## src/design/rtcc_defines.vh

```
// shared constants of the clock-output and compensation control block
// assumes: included by bare name, hclk at 200 MHz
`ifndef RTCC_DEFINES_VH
`define RTCC_DEFINES_VH

// ==========================================
// register indices (byte address = 4 * index)
`define RTCC_CFG_IDX 8'h13
`define RTCC_MISC_IDX 8'h14
`define RTCC_STAT_IDX 8'h15

// ==========================================
// clock_out_config fields
`define RTCC_TMP_HI 7
`define RTCC_TMP_LO 6
`define RTCC_CAL_BIT 5
`define RTCC_OFS_HI 2
`define RTCC_OFS_LO 0
`define RTCC_TMP_RST 2'b00
`define RTCC_OFS_RST 3'b000
`define RTCC_OFS_OFF 3'b111

// misc_ctl and status fields
`define RTCC_TCD_BIT 0
`define RTCC_SRST_BIT 1
`define RTCC_ACT_BIT 0
`define RTCC_BUSY_BIT 1

// ==========================================
// timing
`define RTCC_CLK_MHZ 200
`define RTCC_RELOAD_MAX_MS 100
`define RTCC_COMP_DELAY_S 60
`define RTCC_SEC_PER_MIN 60
`define RTCC_PER0_MIN 32
`define RTCC_PER1_MIN 16
`define RTCC_PER2_MIN 8
`define RTCC_PER3_MIN 4

`endif

```

## src/design/rtcc_sqw_div.v

```verilog
// square-wave divider fed by the raw oscillator level
// assumes: osc_in is a level synchronous to hclk, far slower than hclk
`timescale 1ns/1ps
`default_nettype none
`include "rtcc_defines.vh"

module rtcc_sqw_div (
	input wire hclk, // system clock
	input wire hresetn, // power-on reset, active low
	input wire ce, // clock enable
	input wire osc_in, // 32.768 kHz oscillator level
	input wire [2:0] sel, // frequency select code
	output reg osc_rise, // one-cycle pulse per oscillator period
	output reg sec_tick, // uncompensated one-second pulse
	output reg sqw_q, // square wave level
	output reg sqw_oen_n_q // high while the pin floats
);

	reg osc_q; // previous oscillator level
	reg [14:0] div_q; // binary ripple of the oscillator
	reg tap; // selected divider bit

	// ==========================================
	// divider chain
	// binary oscillator division
	always @(posedge hclk or negedge hresetn) begin
		if (!hresetn) begin
			osc_q <= 1'b0;
			div_q <= 15'h0000;
			osc_rise <= 1'b0;
			sec_tick <= 1'b0;
		end else if (ce) begin
			osc_q <= osc_in;
			osc_rise <= osc_in & ~osc_q;
			if (osc_in & ~osc_q) begin
				div_q <= div_q + 15'h0001;
			end
			sec_tick <= (osc_in & ~osc_q) & (&div_q);
		end
	end

	// ==========================================
	// tap selection
	// frequency code decode
	always @* begin
		case (sel)
			3'd0: tap = osc_q; // raw level, duty uncontrolled
			3'd1: tap = div_q[0];
			3'd2: tap = div_q[1];
			3'd3: tap = div_q[2];
			3'd4: tap = div_q[3];
			3'd5: tap = div_q[4];
			3'd6: tap = div_q[14];
			default: tap = 1'b0;
		endcase
	end

	// output stage
	always @(posedge hclk or negedge hresetn) begin
		if (!hresetn) begin
			sqw_q <= 1'b0;
			sqw_oen_n_q <= 1'b0;
		end else if (ce) begin
			sqw_q <= tap;
			sqw_oen_n_q <= (sel == `RTCC_OFS_OFF);
		end
	end

endmodule
`default_nettype wire

```

## src/design/rtcc_calib.v

```verilog
// calibration reload sequencer, reset only by power-on
// assumes: wr_stb is a one-cycle register write with its bit value
`timescale 1ns/1ps
`default_nettype none
`include "rtcc_defines.vh"

module rtcc_calib #(
	parameter RELOAD_CYC = 1024 // length of one copy in hclk cycles
) (
	input wire hclk, // system clock
	input wire hresetn, // power-on reset only
	input wire ce, // clock enable
	input wire wr_stb, // write strobe of the reload bit
	input wire wr_bit, // value written
	output reg done_q, // readback of the reload bit
	output wire busy // copy in progress
);

	localparam MAX_CYC = `RTCC_RELOAD_MAX_MS * `RTCC_CLK_MHZ * 1000;
	localparam ST_DONE = 1'b0;
	localparam ST_BUSY = 1'b1;

	reg state_q; // sequencer state
	reg wr_val_q; // last written bit value
	reg [24:0] cnt_q; // copy cycle counter
	wire cnt_end; // copy finished

	localparam integer END_CNT = RELOAD_CYC - 1; // last cycle of a normal copy
	localparam integer LIM_CNT = MAX_CYC - 2; // safety stop inside the time limit

	// bounded below the limit, counts cut to the counter width
	assign cnt_end = (cnt_q == END_CNT[24:0]) || (cnt_q == LIM_CNT[24:0]);
	assign busy = (state_q == ST_BUSY);

	// ==========================================
	// sequencer
	// power-on reset only
	always @(posedge hclk or negedge hresetn) begin
		if (!hresetn) begin
			// settles at power-on, kept by soft reset
			state_q <= ST_BUSY;
			wr_val_q <= 1'b1;
			done_q <= 1'b0;
			cnt_q <= 25'h000_0000;
		end else if (ce) begin
			if (wr_stb) begin
				wr_val_q <= wr_bit;
			end
			case (state_q)
				ST_DONE: begin
					if (wr_stb && wr_bit && !wr_val_q) begin
						state_q <= ST_BUSY;
						cnt_q <= 25'h000_0000;
						done_q <= 1'b0;
					end else if (wr_stb && !wr_bit) begin
						done_q <= 1'b0;
					end
				end
				ST_BUSY: begin
					// reads 0 until the copy ends
					cnt_q <= cnt_q + 25'h000_0001;
					if (cnt_end) begin
						state_q <= ST_DONE;
						done_q <= 1'b1;
					end
				end
				default: state_q <= ST_DONE;
			endcase
		end
	end

endmodule
`default_nettype wire

```

## src/design/rtcc_clock_out_config.v

```verilog
// clock-output and compensation control, AHB-Lite register slave
// assumes: single-word transfers, osc_in synchronous to hclk
// Behaviour
// - config register 0x13: period, reload, frequency
// - measurement period 32/16/8/4 minutes
// - first measurement right after power-on
// - compensation off for first 60 seconds
// - add or drop single pulses, evenly spread
// - correction step of one pulse per 32 seconds
// - reload starts on bit 0 to 1
// - reload bit reads 0 while copying
// - reload finishes under 100 ms
// - reload logic ignores soft reset
// - reload bit kept over soft resets
// - frequency select codes 000 to 111
// - code 111 floats the pin
// - push-pull output active from power-on
// - square wave uses uncorrected oscillator
// - divided frequencies have 50:50 duty
// - bits 4 and 3 read 0
//
// The AHB-Lite register port was decided locally.
`timescale 1ns/1ps
`default_nettype none
`include "rtcc_defines.vh"

module rtcc_clock_out_config #(
	parameter RELOAD_CYC = 1024, // copy length in hclk cycles
	parameter SEC_PER_MIN = `RTCC_SEC_PER_MIN, // seconds per minute
	parameter COMP_DELAY_S = `RTCC_COMP_DELAY_S, // start-up delay
	parameter ACC_W = 20 // correction accumulator width
) (
	input wire hclk, // system clock
	input wire hresetn, // power-on reset, active low
	input wire ce, // clock enable, freezes state when low
	input wire hsel, // slave select
	input wire [31:0] haddr, // byte address
	input wire [1:0] htrans, // transfer type
	input wire hwrite, // write when high
	input wire [2:0] hsize, // transfer size
	input wire [31:0] hwdata, // write data
	input wire hready, // bus ready
	output wire hreadyout, // slave ready
	output wire hresp, // always okay
	output reg [31:0] hrdata, // read data
	input wire osc_in, // 32.768 kHz oscillator level
	input wire signed [7:0] comp_value, // correction from sensor
	output reg temp_meas_req, // start one temperature measurement
	output reg rtc_tick, // compensated time divider input
	output reg comp_active, // compensation in effect
	output wire square_wave_out, // square wave pin data
	output wire square_wave_out_oen // low while driving the pin
);

	// ==========================================
	// declarations
	reg [1:0] temp_meas_period_sel_q; // period select
	reg [2:0] out_freq_sel_q; // frequency select
	reg temp_comp_disable_q; // compensation off
	reg soft_reset_cmd_q; // one-cycle soft reset
	reg [7:0] a_idx_q; // latched register index
	reg a_wr_q; // write data phase pending
	wire a_take; // address phase accepted
	wire cal_done; // reload bit readback
	wire cal_busy; // copy in progress
	wire osc_rise; // raw oscillator edge
	wire sec_tick; // raw one-second tick
	reg [11:0] per_sec_q; // seconds since last measurement
	reg [11:0] per_lim; // seconds in chosen period
	reg first_q; // first measurement still owed
	reg [7:0] dly_q; // start-up delay seconds
	reg [ACC_W-1:0] acc_q; // correction phase accumulator
	wire [ACC_W:0] acc_sum; // accumulator plus step
	reg [7:0] mag; // correction magnitude
	reg add_pend_q; // extra pulse still to insert
	reg [7:0] rd_mux; // read data of addressed register

	// ==========================================
	// derived constants
	// seconds per measurement period, cut to the counter width where used
	localparam integer PER0_SEC = `RTCC_PER0_MIN * SEC_PER_MIN; // 32 minute period
	localparam integer PER1_SEC = `RTCC_PER1_MIN * SEC_PER_MIN; // 16 minute period
	localparam integer PER2_SEC = `RTCC_PER2_MIN * SEC_PER_MIN; // 8 minute period
	localparam integer PER3_SEC = `RTCC_PER3_MIN * SEC_PER_MIN; // 4 minute period
	// last second of the start-up delay window
	localparam integer DLY_END = COMP_DELAY_S - 1;

	// ==========================================
	// bus slave
	// zero wait states: ready only drops while the enable freezes the block
	assign hreadyout = ce;
	assign hresp = 1'b0;
	// an address phase counts only when bus and enable are both ready
	assign a_take = hsel & htrans[1] & hready & ce;

	// address and data phase tracking
	always @(posedge hclk or negedge hresetn) begin
		if (!hresetn) begin
			a_idx_q <= 8'h00;
			a_wr_q <= 1'b0;
		end else if (ce) begin
			a_wr_q <= a_take & hwrite;
			if (a_take) begin
				a_idx_q <= haddr[9:2];
			end
		end
	end

	// read data mux, unmapped reads as zero
	always @* begin
		rd_mux = 8'h00;
		case (haddr[9:2])
			`RTCC_CFG_IDX: begin
				rd_mux[`RTCC_TMP_HI:`RTCC_TMP_LO] = temp_meas_period_sel_q;
				rd_mux[`RTCC_CAL_BIT] = cal_done;
				rd_mux[`RTCC_OFS_HI:`RTCC_OFS_LO] = out_freq_sel_q;
			end
			`RTCC_MISC_IDX: begin
				rd_mux[`RTCC_TCD_BIT] = temp_comp_disable_q;
			end
			`RTCC_STAT_IDX: begin
				rd_mux[`RTCC_ACT_BIT] = comp_active;
				rd_mux[`RTCC_BUSY_BIT] = cal_busy;
			end
			default: rd_mux = 8'h00;
		endcase
	end

	// read data captured at the address phase
	always @(posedge hclk or negedge hresetn) begin
		if (!hresetn) begin
			hrdata <= 32'h0000_0000;
		end else if (ce) begin
			if (a_take && !hwrite) begin
				hrdata <= {24'h00_0000, rd_mux};
			end
		end
	end

	// ==========================================
	// register writes
	// writes land at the end of the data phase, while hwdata stands
	// field placement at indices 0x13 and 0x14
	always @(posedge hclk or negedge hresetn) begin
		if (!hresetn) begin
			temp_meas_period_sel_q <= `RTCC_TMP_RST;
			out_freq_sel_q <= `RTCC_OFS_RST;
			temp_comp_disable_q <= 1'b0;
			soft_reset_cmd_q <= 1'b0;
		end else if (ce) begin
			soft_reset_cmd_q <= 1'b0;
			if (a_wr_q && a_idx_q == `RTCC_CFG_IDX) begin
				temp_meas_period_sel_q <= hwdata[`RTCC_TMP_HI:`RTCC_TMP_LO];
				out_freq_sel_q <= hwdata[`RTCC_OFS_HI:`RTCC_OFS_LO];
			end
			if (a_wr_q && a_idx_q == `RTCC_MISC_IDX) begin
				temp_comp_disable_q <= hwdata[`RTCC_TCD_BIT];
				soft_reset_cmd_q <= hwdata[`RTCC_SRST_BIT];
			end
		end
	end

	// ==========================================
	// calibration reload
	// a config write carries the reload bit along with the other fields
	// soft reset not connected here
	rtcc_calib #(
		.RELOAD_CYC(RELOAD_CYC)
	) u_calib (
		.hclk(hclk),
		.hresetn(hresetn),
		.ce(ce),
		.wr_stb(a_wr_q && a_idx_q == `RTCC_CFG_IDX),
		.wr_bit(hwdata[`RTCC_CAL_BIT]),
		.done_q(cal_done),
		.busy(cal_busy)
	);

	// ==========================================
	// square wave output
	// the divider taps the raw oscillator, so corrections never reach the pin
	rtcc_sqw_div u_sqw (
		.hclk(hclk),
		.hresetn(hresetn),
		.ce(ce),
		.osc_in(osc_in),
		.sel(out_freq_sel_q),
		.osc_rise(osc_rise),
		.sec_tick(sec_tick),
		.sqw_q(square_wave_out),
		.sqw_oen_n_q(square_wave_out_oen)
	);

	// ==========================================
	// temperature measurement schedule
	// period from the select field
	always @* begin
		case (temp_meas_period_sel_q)
			2'd0: per_lim = PER0_SEC[11:0];
			2'd1: per_lim = PER1_SEC[11:0];
			2'd2: per_lim = PER2_SEC[11:0];
			2'd3: per_lim = PER3_SEC[11:0];
			default: per_lim = PER0_SEC[11:0];
		endcase
	end

	// one-cycle request per period, first at once
	// raw seconds keep the schedule free of correction jitter
	always @(posedge hclk or negedge hresetn) begin
		if (!hresetn) begin
			per_sec_q <= 12'h000;
			first_q <= 1'b1;
			temp_meas_req <= 1'b0;
		end else if (ce) begin
			temp_meas_req <= 1'b0;
			if (first_q) begin
				temp_meas_req <= 1'b1;
				first_q <= 1'b0;
				per_sec_q <= 12'h000;
			end else if (sec_tick) begin
				if (per_sec_q >= per_lim - 12'h001) begin
					temp_meas_req <= 1'b1;
					per_sec_q <= 12'h000;
				end else begin
					per_sec_q <= per_sec_q + 12'h001;
				end
			end
		end
	end

	// ==========================================
	// compensation start-up delay
	// inactive for the first seconds
	// the disable bit wins over the delay window in every cycle
	always @(posedge hclk or negedge hresetn) begin
		if (!hresetn) begin
			dly_q <= 8'h00;
			comp_active <= 1'b0;
		end else if (ce) begin
			if (soft_reset_cmd_q) begin
				// soft reset restarts the delay window
				dly_q <= 8'h00;
				comp_active <= 1'b0;
			end else if (sec_tick && !comp_active) begin
				if (dly_q == DLY_END[7:0]) begin
					comp_active <= ~temp_comp_disable_q;
				end else begin
					dly_q <= dly_q + 8'h01;
				end
			end else if (temp_comp_disable_q) begin
				comp_active <= 1'b0;
			end
		end
	end

	// ==========================================
	// pulse add/delete engine
	// magnitude of the signed correction; the most negative code maps to 128
	always @* begin
		if (comp_value[7]) begin
			mag = -comp_value;
		end else begin
			mag = comp_value;
		end
	end

	assign acc_sum = {1'b0, acc_q} + {{(ACC_W-7){1'b0}}, mag};

	always @(posedge hclk or negedge hresetn) begin
		if (!hresetn) begin
			acc_q <= {ACC_W{1'b0}};
			add_pend_q <= 1'b0;
			rtc_tick <= 1'b0;
		end else if (ce) begin
			rtc_tick <= add_pend_q;
			add_pend_q <= 1'b0;
			// the accumulator only advances while compensation is active
			if (osc_rise) begin
				if (comp_active) begin
					acc_q <= acc_sum[ACC_W-1:0];
				end
				if (comp_active && acc_sum[ACC_W] && comp_value[7]) begin
					// negative correction drops this pulse
					// the time divider then runs one count short this period
					rtc_tick <= 1'b0;
				end else begin
					rtc_tick <= 1'b1;
				end
				// positive correction inserts one more
				add_pend_q <= comp_active & acc_sum[ACC_W] & ~comp_value[7];
			end
		end
	end

endmodule
`default_nettype wire

```

## config.mk

```make
export PLATFORM = sky130hd
export DESIGN_NAME = rtcc_clock_out_config
export DESIGN_NICKNAME = d
export VERILOG_FILES = /design/src/design/rtcc_sqw_div.v /design/src/design/rtcc_calib.v /design/src/design/rtcc_clock_out_config.v
export VERILOG_INCLUDE_DIRS = /design/src /design/src/design
export SDC_FILE = /design/constraint.sdc
export NUM_CORES = 1
export LEC_CHECK = 0
export BUFFER_PORTS_ARGS = -buffer_cell sky130_fd_sc_hd__buf_2
export CAP_MARGIN = 20
export CORE_MARGIN = 2
export CORE_UTILIZATION = 56
export CTS_CLUSTER_DIAMETER = 200
export CTS_CLUSTER_SIZE = 24
export DETAILED_ROUTE_END_ITERATION = 7
export PLACE_DENSITY = 0.81
export SYNTH_ARGS = -nofsm -noshare
export SYNTH_HDL_FRONTEND = slang
export SYNTH_HIERARCHICAL = 1
export SYNTH_SLANG_ARGS = --single-unit
```

## constraint.sdc

```tcl
create_clock -name hclk -period 2.65 [get_ports hclk]
set_clock_uncertainty 0.15 [all_clocks]
set_input_delay 0.53 -clock hclk [delete_from_list [all_inputs] [get_ports hclk]]
set_output_delay 0.53 -clock hclk [all_outputs]
set_load 0.005 [all_outputs]
```

==> results of run 1 <==
cell type report:
class / instances / area [um^2]
timing repair buffer: 81 / 548
fill: 865 / 3760
sequential: 115 / 2880
multi-input combinational: 485 / 3400
clock inverter: 6 / 57.6
inverter: 27 / 101
clock buffer: 26 / 489
tap: 143 / 179
metal layers:
layer / global-route usage (%) / share of wire, % / up-vias
met2: 39.1 / 50 / 184
li1: - / - / 2462
met5: 0 / 0 / -
met4: 8.78 / 1.7 / 0
met3: 6.15 / 5.8 / 27
met1: 28.7 / 43 / 2526
cells by family after synthesis:
family | share of synthesized area (%)
simple gates | 20.3
compound gates | 13.8
flops | 44.2
buf+inv | 5.87
xor+xnor | 6.44
mux | 5.00
fa+ha+maj | 4.33
other cells | 0.0575
worst reg2reg max path: cells and delay by family, from the launching register on:
family	cells	cell delay [ns]
AO/OA/AOI/OAI	2	0.40
buffers and inverters	1	0.24
AND/OR/NAND/NOR	5	1.30
flip-flops	1	0.37
repair_timing:
item / in CTS / in global routing
setup endpoints to repair: 1 / 8
endpoints found under the hold margin: 23 / 0
setup buffers: 1 / 0
hold buffers: 1 / 0
pin swaps: 1 / 1
resized for setup: 1 / 4
final timing paths:
kind,start,end
max,comp_value[1],acc_q[11]$_DFFE_PN0P_
min,hwdata[7],temp_meas_period_sel_q[1]$_DFFE_PN0P_
max reg2reg,a_idx_q[6]$_DFFE_PN0P_,u_calib/cnt_q[18]$_DFFE_PN0P_
min reg2reg,acc_q[16]$_DFFE_PN0P_,acc_q[16]$_DFFE_PN0P_
max in group asynchronous,hresetn,first_q$_DFFE_PN1P_
min in group asynchronous,hresetn,hrdata[7]$_DFFE_PN0P_
metrics by stage:
| step | area, um^2 | TNS [ns] | setup slack, ns | power (W) | util (%) |
|---|---|---|---|---|---|
| after global placement | 7080 | -3.47 | -0.299 | 0.00239 | 62.0 |
| after CTS | 7650 | 0 | 0.0578 | 0.00454 | 67.0 |
| final | 7650 | 0 | 0.0821 | 0.00451 | 67.0 |
| after global routing | 7650 | 0 | 0.000205 | 0.00470 | 67.0 |
| after floorplan | 6650 | -0.263 | -0.0542 | 0.00226 | - |
| after detailed placement | 7080 | -4.65 | -0.352 | 0.00242 | 62.0 |
state kept, by name (all words and copies together), names as in the netlist, 2 cells and up:
name,cells
u_sqw/div_q,15
u_calib/cnt_q,25
out_freq_sel_q,3
acc_q,20
per_sec_q,12
dly_q,8
hrdata,6
temp_meas_period_sel_q,2
a_idx_q,8
cells in the final DEF (no fill, tap or decap), types with 8 or more instances in the layout:
cell	n
dfrtp_1	112
nand2_1	54
nor2_1	40
buf_2	40
buf_4	37
o21ai_0	32
xor2_1	27
conb_1	27
inv_1	26
a21oi_1	24
xnor2_1	21
ha_1	21
mux2_2	19
nand3_1	17
clkbuf_16	17
nand4_1	14
nor3_1	13
nor4_1	11
or4_1	10
nand2b_1	9
mux2i_1	9
o31ai_1	9
o2bb2ai_1	8
synth_stat cells, types with 7 or more instances:
| master | n | area, um^2 |
|---|---|---|
| inv_1 | 26 | 97.6 |
| clkbuf_1 | 8 | 30.0 |
| nand3_1 | 17 | 85.1 |
| and2_1 | 7 | 43.8 |
| buf_4 | 28 | 210 |
| xnor2_1 | 21 | 184 |
| nand2_1 | 54 | 203 |
| a21oi_1 | 24 | 120 |
| and4_1 | 7 | 61.3 |
| nor2b_1 | 7 | 43.8 |
| o21ai_0 | 34 | 170 |
| dfrtp_1 | 112 | 2800 |
| nand4_1 | 14 | 87.6 |
| o31ai_1 | 10 | 75.1 |
| xor2_1 | 27 | 236 |
| mux2_2 | 19 | 214 |
| nor2_1 | 40 | 150 |
| or4_1 | 10 | 75.1 |
| nor4_1 | 11 | 68.8 |
| a21o_1 | 7 | 52.6 |
| ha_1 | 21 | 263 |
| nor3_1 | 15 | 75.1 |
| nand2b_1 | 9 | 56.3 |
| or3_1 | 8 | 50.1 |
| mux2i_1 | 9 | 90.1 |
| o2bb2ai_1 | 8 | 70.1 |
power by group through the flow:
stage	registers [W]	logic, W	clock network [W]
final	0.00201	0.000390	0.00211
after global routing	0.00202	0.000442	0.00224
after CTS	0.00201	0.000396	0.00214
after detailed placement	0.00203	0.000389	0
after global placement	0.00202	0.000367	0
after floorplan	0.00200	0.000265	0
==> flow_summary_export.csv, run 1 <==
group,metric,value,unit
run_status,outcome,"finished, final reports clean",
clock_network,clk_path_buf_depth,2,
power_and_ir_drop,swShare,24.3,%
detailed_routing,drt_wl_total,13800,um
yosys,synth-async-reset-ratio,100,%
worst_setup_path,cp_cell_sequence,"buf_2 > or3_4 > o31ai_4 > xnor2_1 > ha_1 > and3_4 > nor3b_4 > o41ai_4 > buf_4 > nor2_1 > xor2_1",
power_and_ir_drop,p_seq_share,44.6,%
die,die_area,12500,um^2
clock_network,root_buffer,"clkbuf_16",
grt,grt_overflow,0,
timing,worstMarginPinSlew,0.548,ns
timing,period_share,96.9,%
clock_network,cts_tree,"built",
yosys,yosys_warnings,6,
power_and_ir_drop,clock_power_share,46.7,%
placed_design,dp_hpwl,9940,um
die,die-width,112,um
timing,setup_viol,0,
worst_setup_path,rr_worst_depth,8,
timing,rsz0062_at_grt,"false",
detailed_routing,viasPerCell,5.89,
placed_design,gp_congestion,0.870,
placed_design,portBuffers,41,
detailed_routing,drt_iter0_drc,357,
detailed_routing,wl_per_cell,15.7,um
clock_network,clock-sinks,115,
worst_setup_path,end_kind,"register",
grt,grt_pass1_wl,23600,um
power_and_ir_drop,p_leak,3.63,nW
grt,grt_usage,23.2,%
final_layout,area_delta_synth_final,17.3,%
yosys,ys_ff_latch,115,
detailed_routing,drc_errors,0,
hold_path,hold_depth,2,
yosys,seq_area_frac_synth,44.2,%
worst_setup_path,max_stage_delay,0.40,ns
power_and_ir_drop,powerDensity,589,nW/um^2
final_layout,post_route_cells_drive_above_1_share,21.6,%
detailed_routing,dr.pass1.iters,6,
clock_network,clock_latency,0.41,ns
worst_setup_path,critical_path_buf_inv_count,2,
clock_network,cts_max_level,4,
clock_network,cts_buffers,17,
run,cap_viol_max_count,0,
worst_setup_path,cp.depth,11,
worst_setup_path,cp.required,2.83,ns
power_and_ir_drop,p_int,0.00341,W
timing,whs,0.205,ns
timing,relSlewSlack,63.3,%
die,row_count,39,
hold_path,hold_class,"in -> reg",
timing,drv_slew,0,
yosys,synth_area_per_cell,10.1,um^2
grt,first_global_vias,5148,
timing,timing.fmax,389,MHz
worst_setup_path,startpoint_type,"input pin",
die,io_pins,123,
worst_setup_path,worstSetupPathType,"in -> reg",
die,start_util,57.2,%
yosys,synth_edf_count,0,
die,die_h,112,um
worst_setup_path,cp.arrival,2.74,ns
worst_setup_path,path_max_fanout,5,
final_layout,fin_cells,883,
final_layout,n_antenna_cell,0,
worst_setup_path,r2r_slack,0.09,ns
timing,min_period,2.57,ns
power_and_ir_drop,p_sw,0.00110,W
power_and_ir_drop,p_comb_share,8.7,%
yosys,synth_area,6530,um^2
detailed_routing,vias,5199,
final_layout,layout.nets,833,
placed_design,place_inst,849,
detailed_routing,final_antenna_net_count,0,
power_and_ir_drop,peakVddDrop,0.503,mV
grt,antenna_found_initial,0,
worst_setup_path,critPathTopFamily,"simple AND/OR/NAND/NOR gates",
grt,grt_max_degree,46,
yosys,synth.distinct_cells,80,
die,core_area,11400,um^2
timing,hold_viol_final,0,
clock_network,path_clk_slew,0.05,ns
yosys,netlist_instances,643,
worst_setup_path,cp_slowest_cell,"or3_4",
yosys,ys.flop_type,"dfrtp_1",
Note: power is estimated with default switching activity, not from simulation.
==> run 2, diff against run 1 <==
- BUFFER_PORTS_ARGS: -buffer_cell sky130_fd_sc_hd__buf_2 -> unset
- CORE_UTILIZATION: 56 -> 62
- DONT_BUFFER_PORTS: unset -> 1
- PLACE_DENSITY: 0.81 -> 0.79
==> flow_summary_export.csv, run 2 (synthesis gave the netlist of run 1 again) <==
group,metric,value,unit
run_status,outcome,"finished, violations left",
run_status,violations,"negative hold slack",
die,die-width,107,um
power_and_ir_drop,p_leak,3.47,nW
placed_design,place_inst,788,
grt,first_global_vias,5039,
worst_setup_path,cp.arrival,2.86,ns
final_layout,top_regs,"u_calib/cnt_q x25, acc_q x20, u_sqw/div_q x15",
clock_network,cts_max_level,4,
power_and_ir_drop,swShare,23.6,%
power_and_ir_drop,powerDensity,629,nW/um^2
final_layout,layout_common_cells,"dfrtp_1 (112), nand2_1 (54), nor2_1 (40), o21ai_0 (33)",
hold_path,hold_class,"in -> async",
die,die_h,107,um
timing,whs,-0.457,ns
run,cap_viol_max_count,0,
detailed_routing,drt_wl_total,13900,um
power_and_ir_drop,p_sw,0.00112,W
timing,min_period,2.55,ns
detailed_routing,drt_iter0_drc,294,
timing,drv_slew,0,
timing,period_share,96.4,%
detailed_routing,viasPerCell,5.92,
power_and_ir_drop,clock_power_share,50.7,%
worst_setup_path,cp.required,2.95,ns
power_and_ir_drop,p_comb_share,6.7,%
grt,grt_max_degree,116,
final_layout,post_route_cells_drive_above_1_share,15.6,%
detailed_routing,dr.pass1.iters,5,
final_layout,layout.nets,793,
detailed_routing,final_antenna_net_count,0,
timing,timing.fmax,391,MHz
final_layout,n_antenna_cell,0,
clock_network,clock-sinks,115,
die,row_count,37,
clock_network,path_clk_slew,0.06,ns
grt,grt_usage,26.6,%
detailed_routing,vias,4946,
clock_network,clk_path_buf_depth,2,
detailed_routing,wl_per_cell,16.7,um
worst_setup_path,end_kind,"register",
grt,grt_overflow,0,
placed_design,dp_hpwl,9370,um
final_layout,final_common_cell,"dfrtp_1",
power_and_ir_drop,p_total,0.00472,W
clock_network,root_buffer,"clkbuf_8",
die,die_area,11400,um^2
grt,grt_pass1_wl,23900,um
final_layout,largest_reg_flops,25,
power_and_ir_drop,p_seq_share,42.6,%
timing,worstMarginPinSlew,0.926,ns
timing,setup_viol,0,
timing,relSlewSlack,37.8,%
worst_setup_path,path_max_fanout,8,
placed_design,portBuffers,0,
final_layout,top_register,"u_calib/cnt_q",
worst_setup_path,startpoint_type,"register",
timing,rsz0062_at_grt,"false",
clock_network,cts_tree,"built",
grt,antenna_found_initial,0,
die,io_pins,123,
timing,hold_viol_final,115,
final_layout,area_delta_synth_final,15.1,%
power_and_ir_drop,peakVddDrop,0.810,mV
placed_design,gp_congestion,0.818,
clock_network,cts_buffers,17,
die,start_util,63.5,%
power_and_ir_drop,p_int,0.00361,W
final_layout,fin_cells,836,
worst_setup_path,worstSetupPathType,"reg -> reg",
die,core_area,10300,um^2
clock_network,clock_latency,0.53,ns
detailed_routing,drc_errors,0,
-- run 2: changes by cell type in the layout (fill, tap and decap cells not counted), sizes merged --
cell and delta:
buf -54, bufinv +3, clkinv +1, clkinvlp +3, clkbuf -7, dlygate4sd3 +14
-- run 2: timing repair --
action,4_1_cts,5_1_grt
hold endpoints to repair,134,116
gates resized for setup,1,0
setup endpoints to repair,2,2
buffers inserted,0,1
pin swaps,0,0
hold buffers,14,1
-- run 2: path summary, 6_finish.rpt --
check | from | endpoint | slack, ns | cells after the start
max in group asynchronous | hresetn | u_calib/busy$_DFFE_PN1P_ | 2.60 | 0
max | a_idx_q[6]$_DFFE_PN0P_ | u_calib/cnt_q[16]$_DFFE_PN0P_ | 0.1 | 8
max reg2reg | a_idx_q[6]$_DFFE_PN0P_ | u_calib/cnt_q[16]$_DFFE_PN0P_ | 0.1 | 8
min reg2reg | acc_q[13]$_DFFE_PN0P_ | acc_q[13]$_DFFE_PN0P_ | 0.31 | 1
min | hresetn | per_sec_q[4]$_DFFE_PN0P_ | -0.46 | 0
min in group hclk | haddr[6] | a_idx_q[4]$_DFFE_PN0P_ | 0.01 | 1
-- run 2: cell type report --
| class | count | area [um^2] |
|---|---|---|
| Clock inverter | 13 | 183 |
| Clock buffer | 19 | 442 |
| Timing Repair Buffer | 41 | 345 |
| Sequential cell | 115 | 2880 |
| Tap cell | 136 | 170 |
| Multi-Input combinational cell | 485 | 3390 |
| Fill cell | 700 | 2770 |
| Inverter | 27 | 101 |
-- run 2: worst max-delay path, stage by stage, from the launching register on --
cell and delay [ns]:
dfrtp_1 0.38, nand4bb_1 0.21, nor3_2 0.23, and4b_1 0.28, and3b_1 0.20, o211ai_1 0.23, buf_4 0.25, or4_1 0.39
a21oi_1 0.16
-- run 2: per-layer routing --
metal	wire (um)	global-route usage [%]
met1	5910	33.2
met2	7060	44.4
met3	707	6.75
met4	236	10.3
met5	0	0
-- run 2: metrics by stage --
step / util [%] / setup TNS, ns / hold WS (ns) / area, um^2 / worst slack [ns]
after floorplan: - / -0.263 / 0.0844 / 6650 / -0.0542
after global placement: 65.4 / -2.72 / 0.0867 / 6730 / -0.218
after detailed placement: 65.4 / -3.74 / 0.0869 / 6730 / -0.292
after CTS: 72.9 / 0 / -0.471 / 7490 / 0.0931
after global routing: 73.1 / 0 / -0.475 / 7510 / 0.0118
final: 73.1 / 0 / -0.457 / 7510 / 0.0952
-- run 2: power groups by stage --
| stage | combinational (W) | clock (W) | sequential [W] |
|---|---|---|---|
| detailed placement | 0.000286 | 0 | 0.00203 |
| floorplan | 0.000265 | 0 | 0.00200 |
| global placement | 0.000271 | 0 | 0.00202 |
| finish | 0.000317 | 0.00240 | 0.00201 |
| global route | 0.000363 | 0.00251 | 0.00203 |
| CTS | 0.000316 | 0.00242 | 0.00201 |
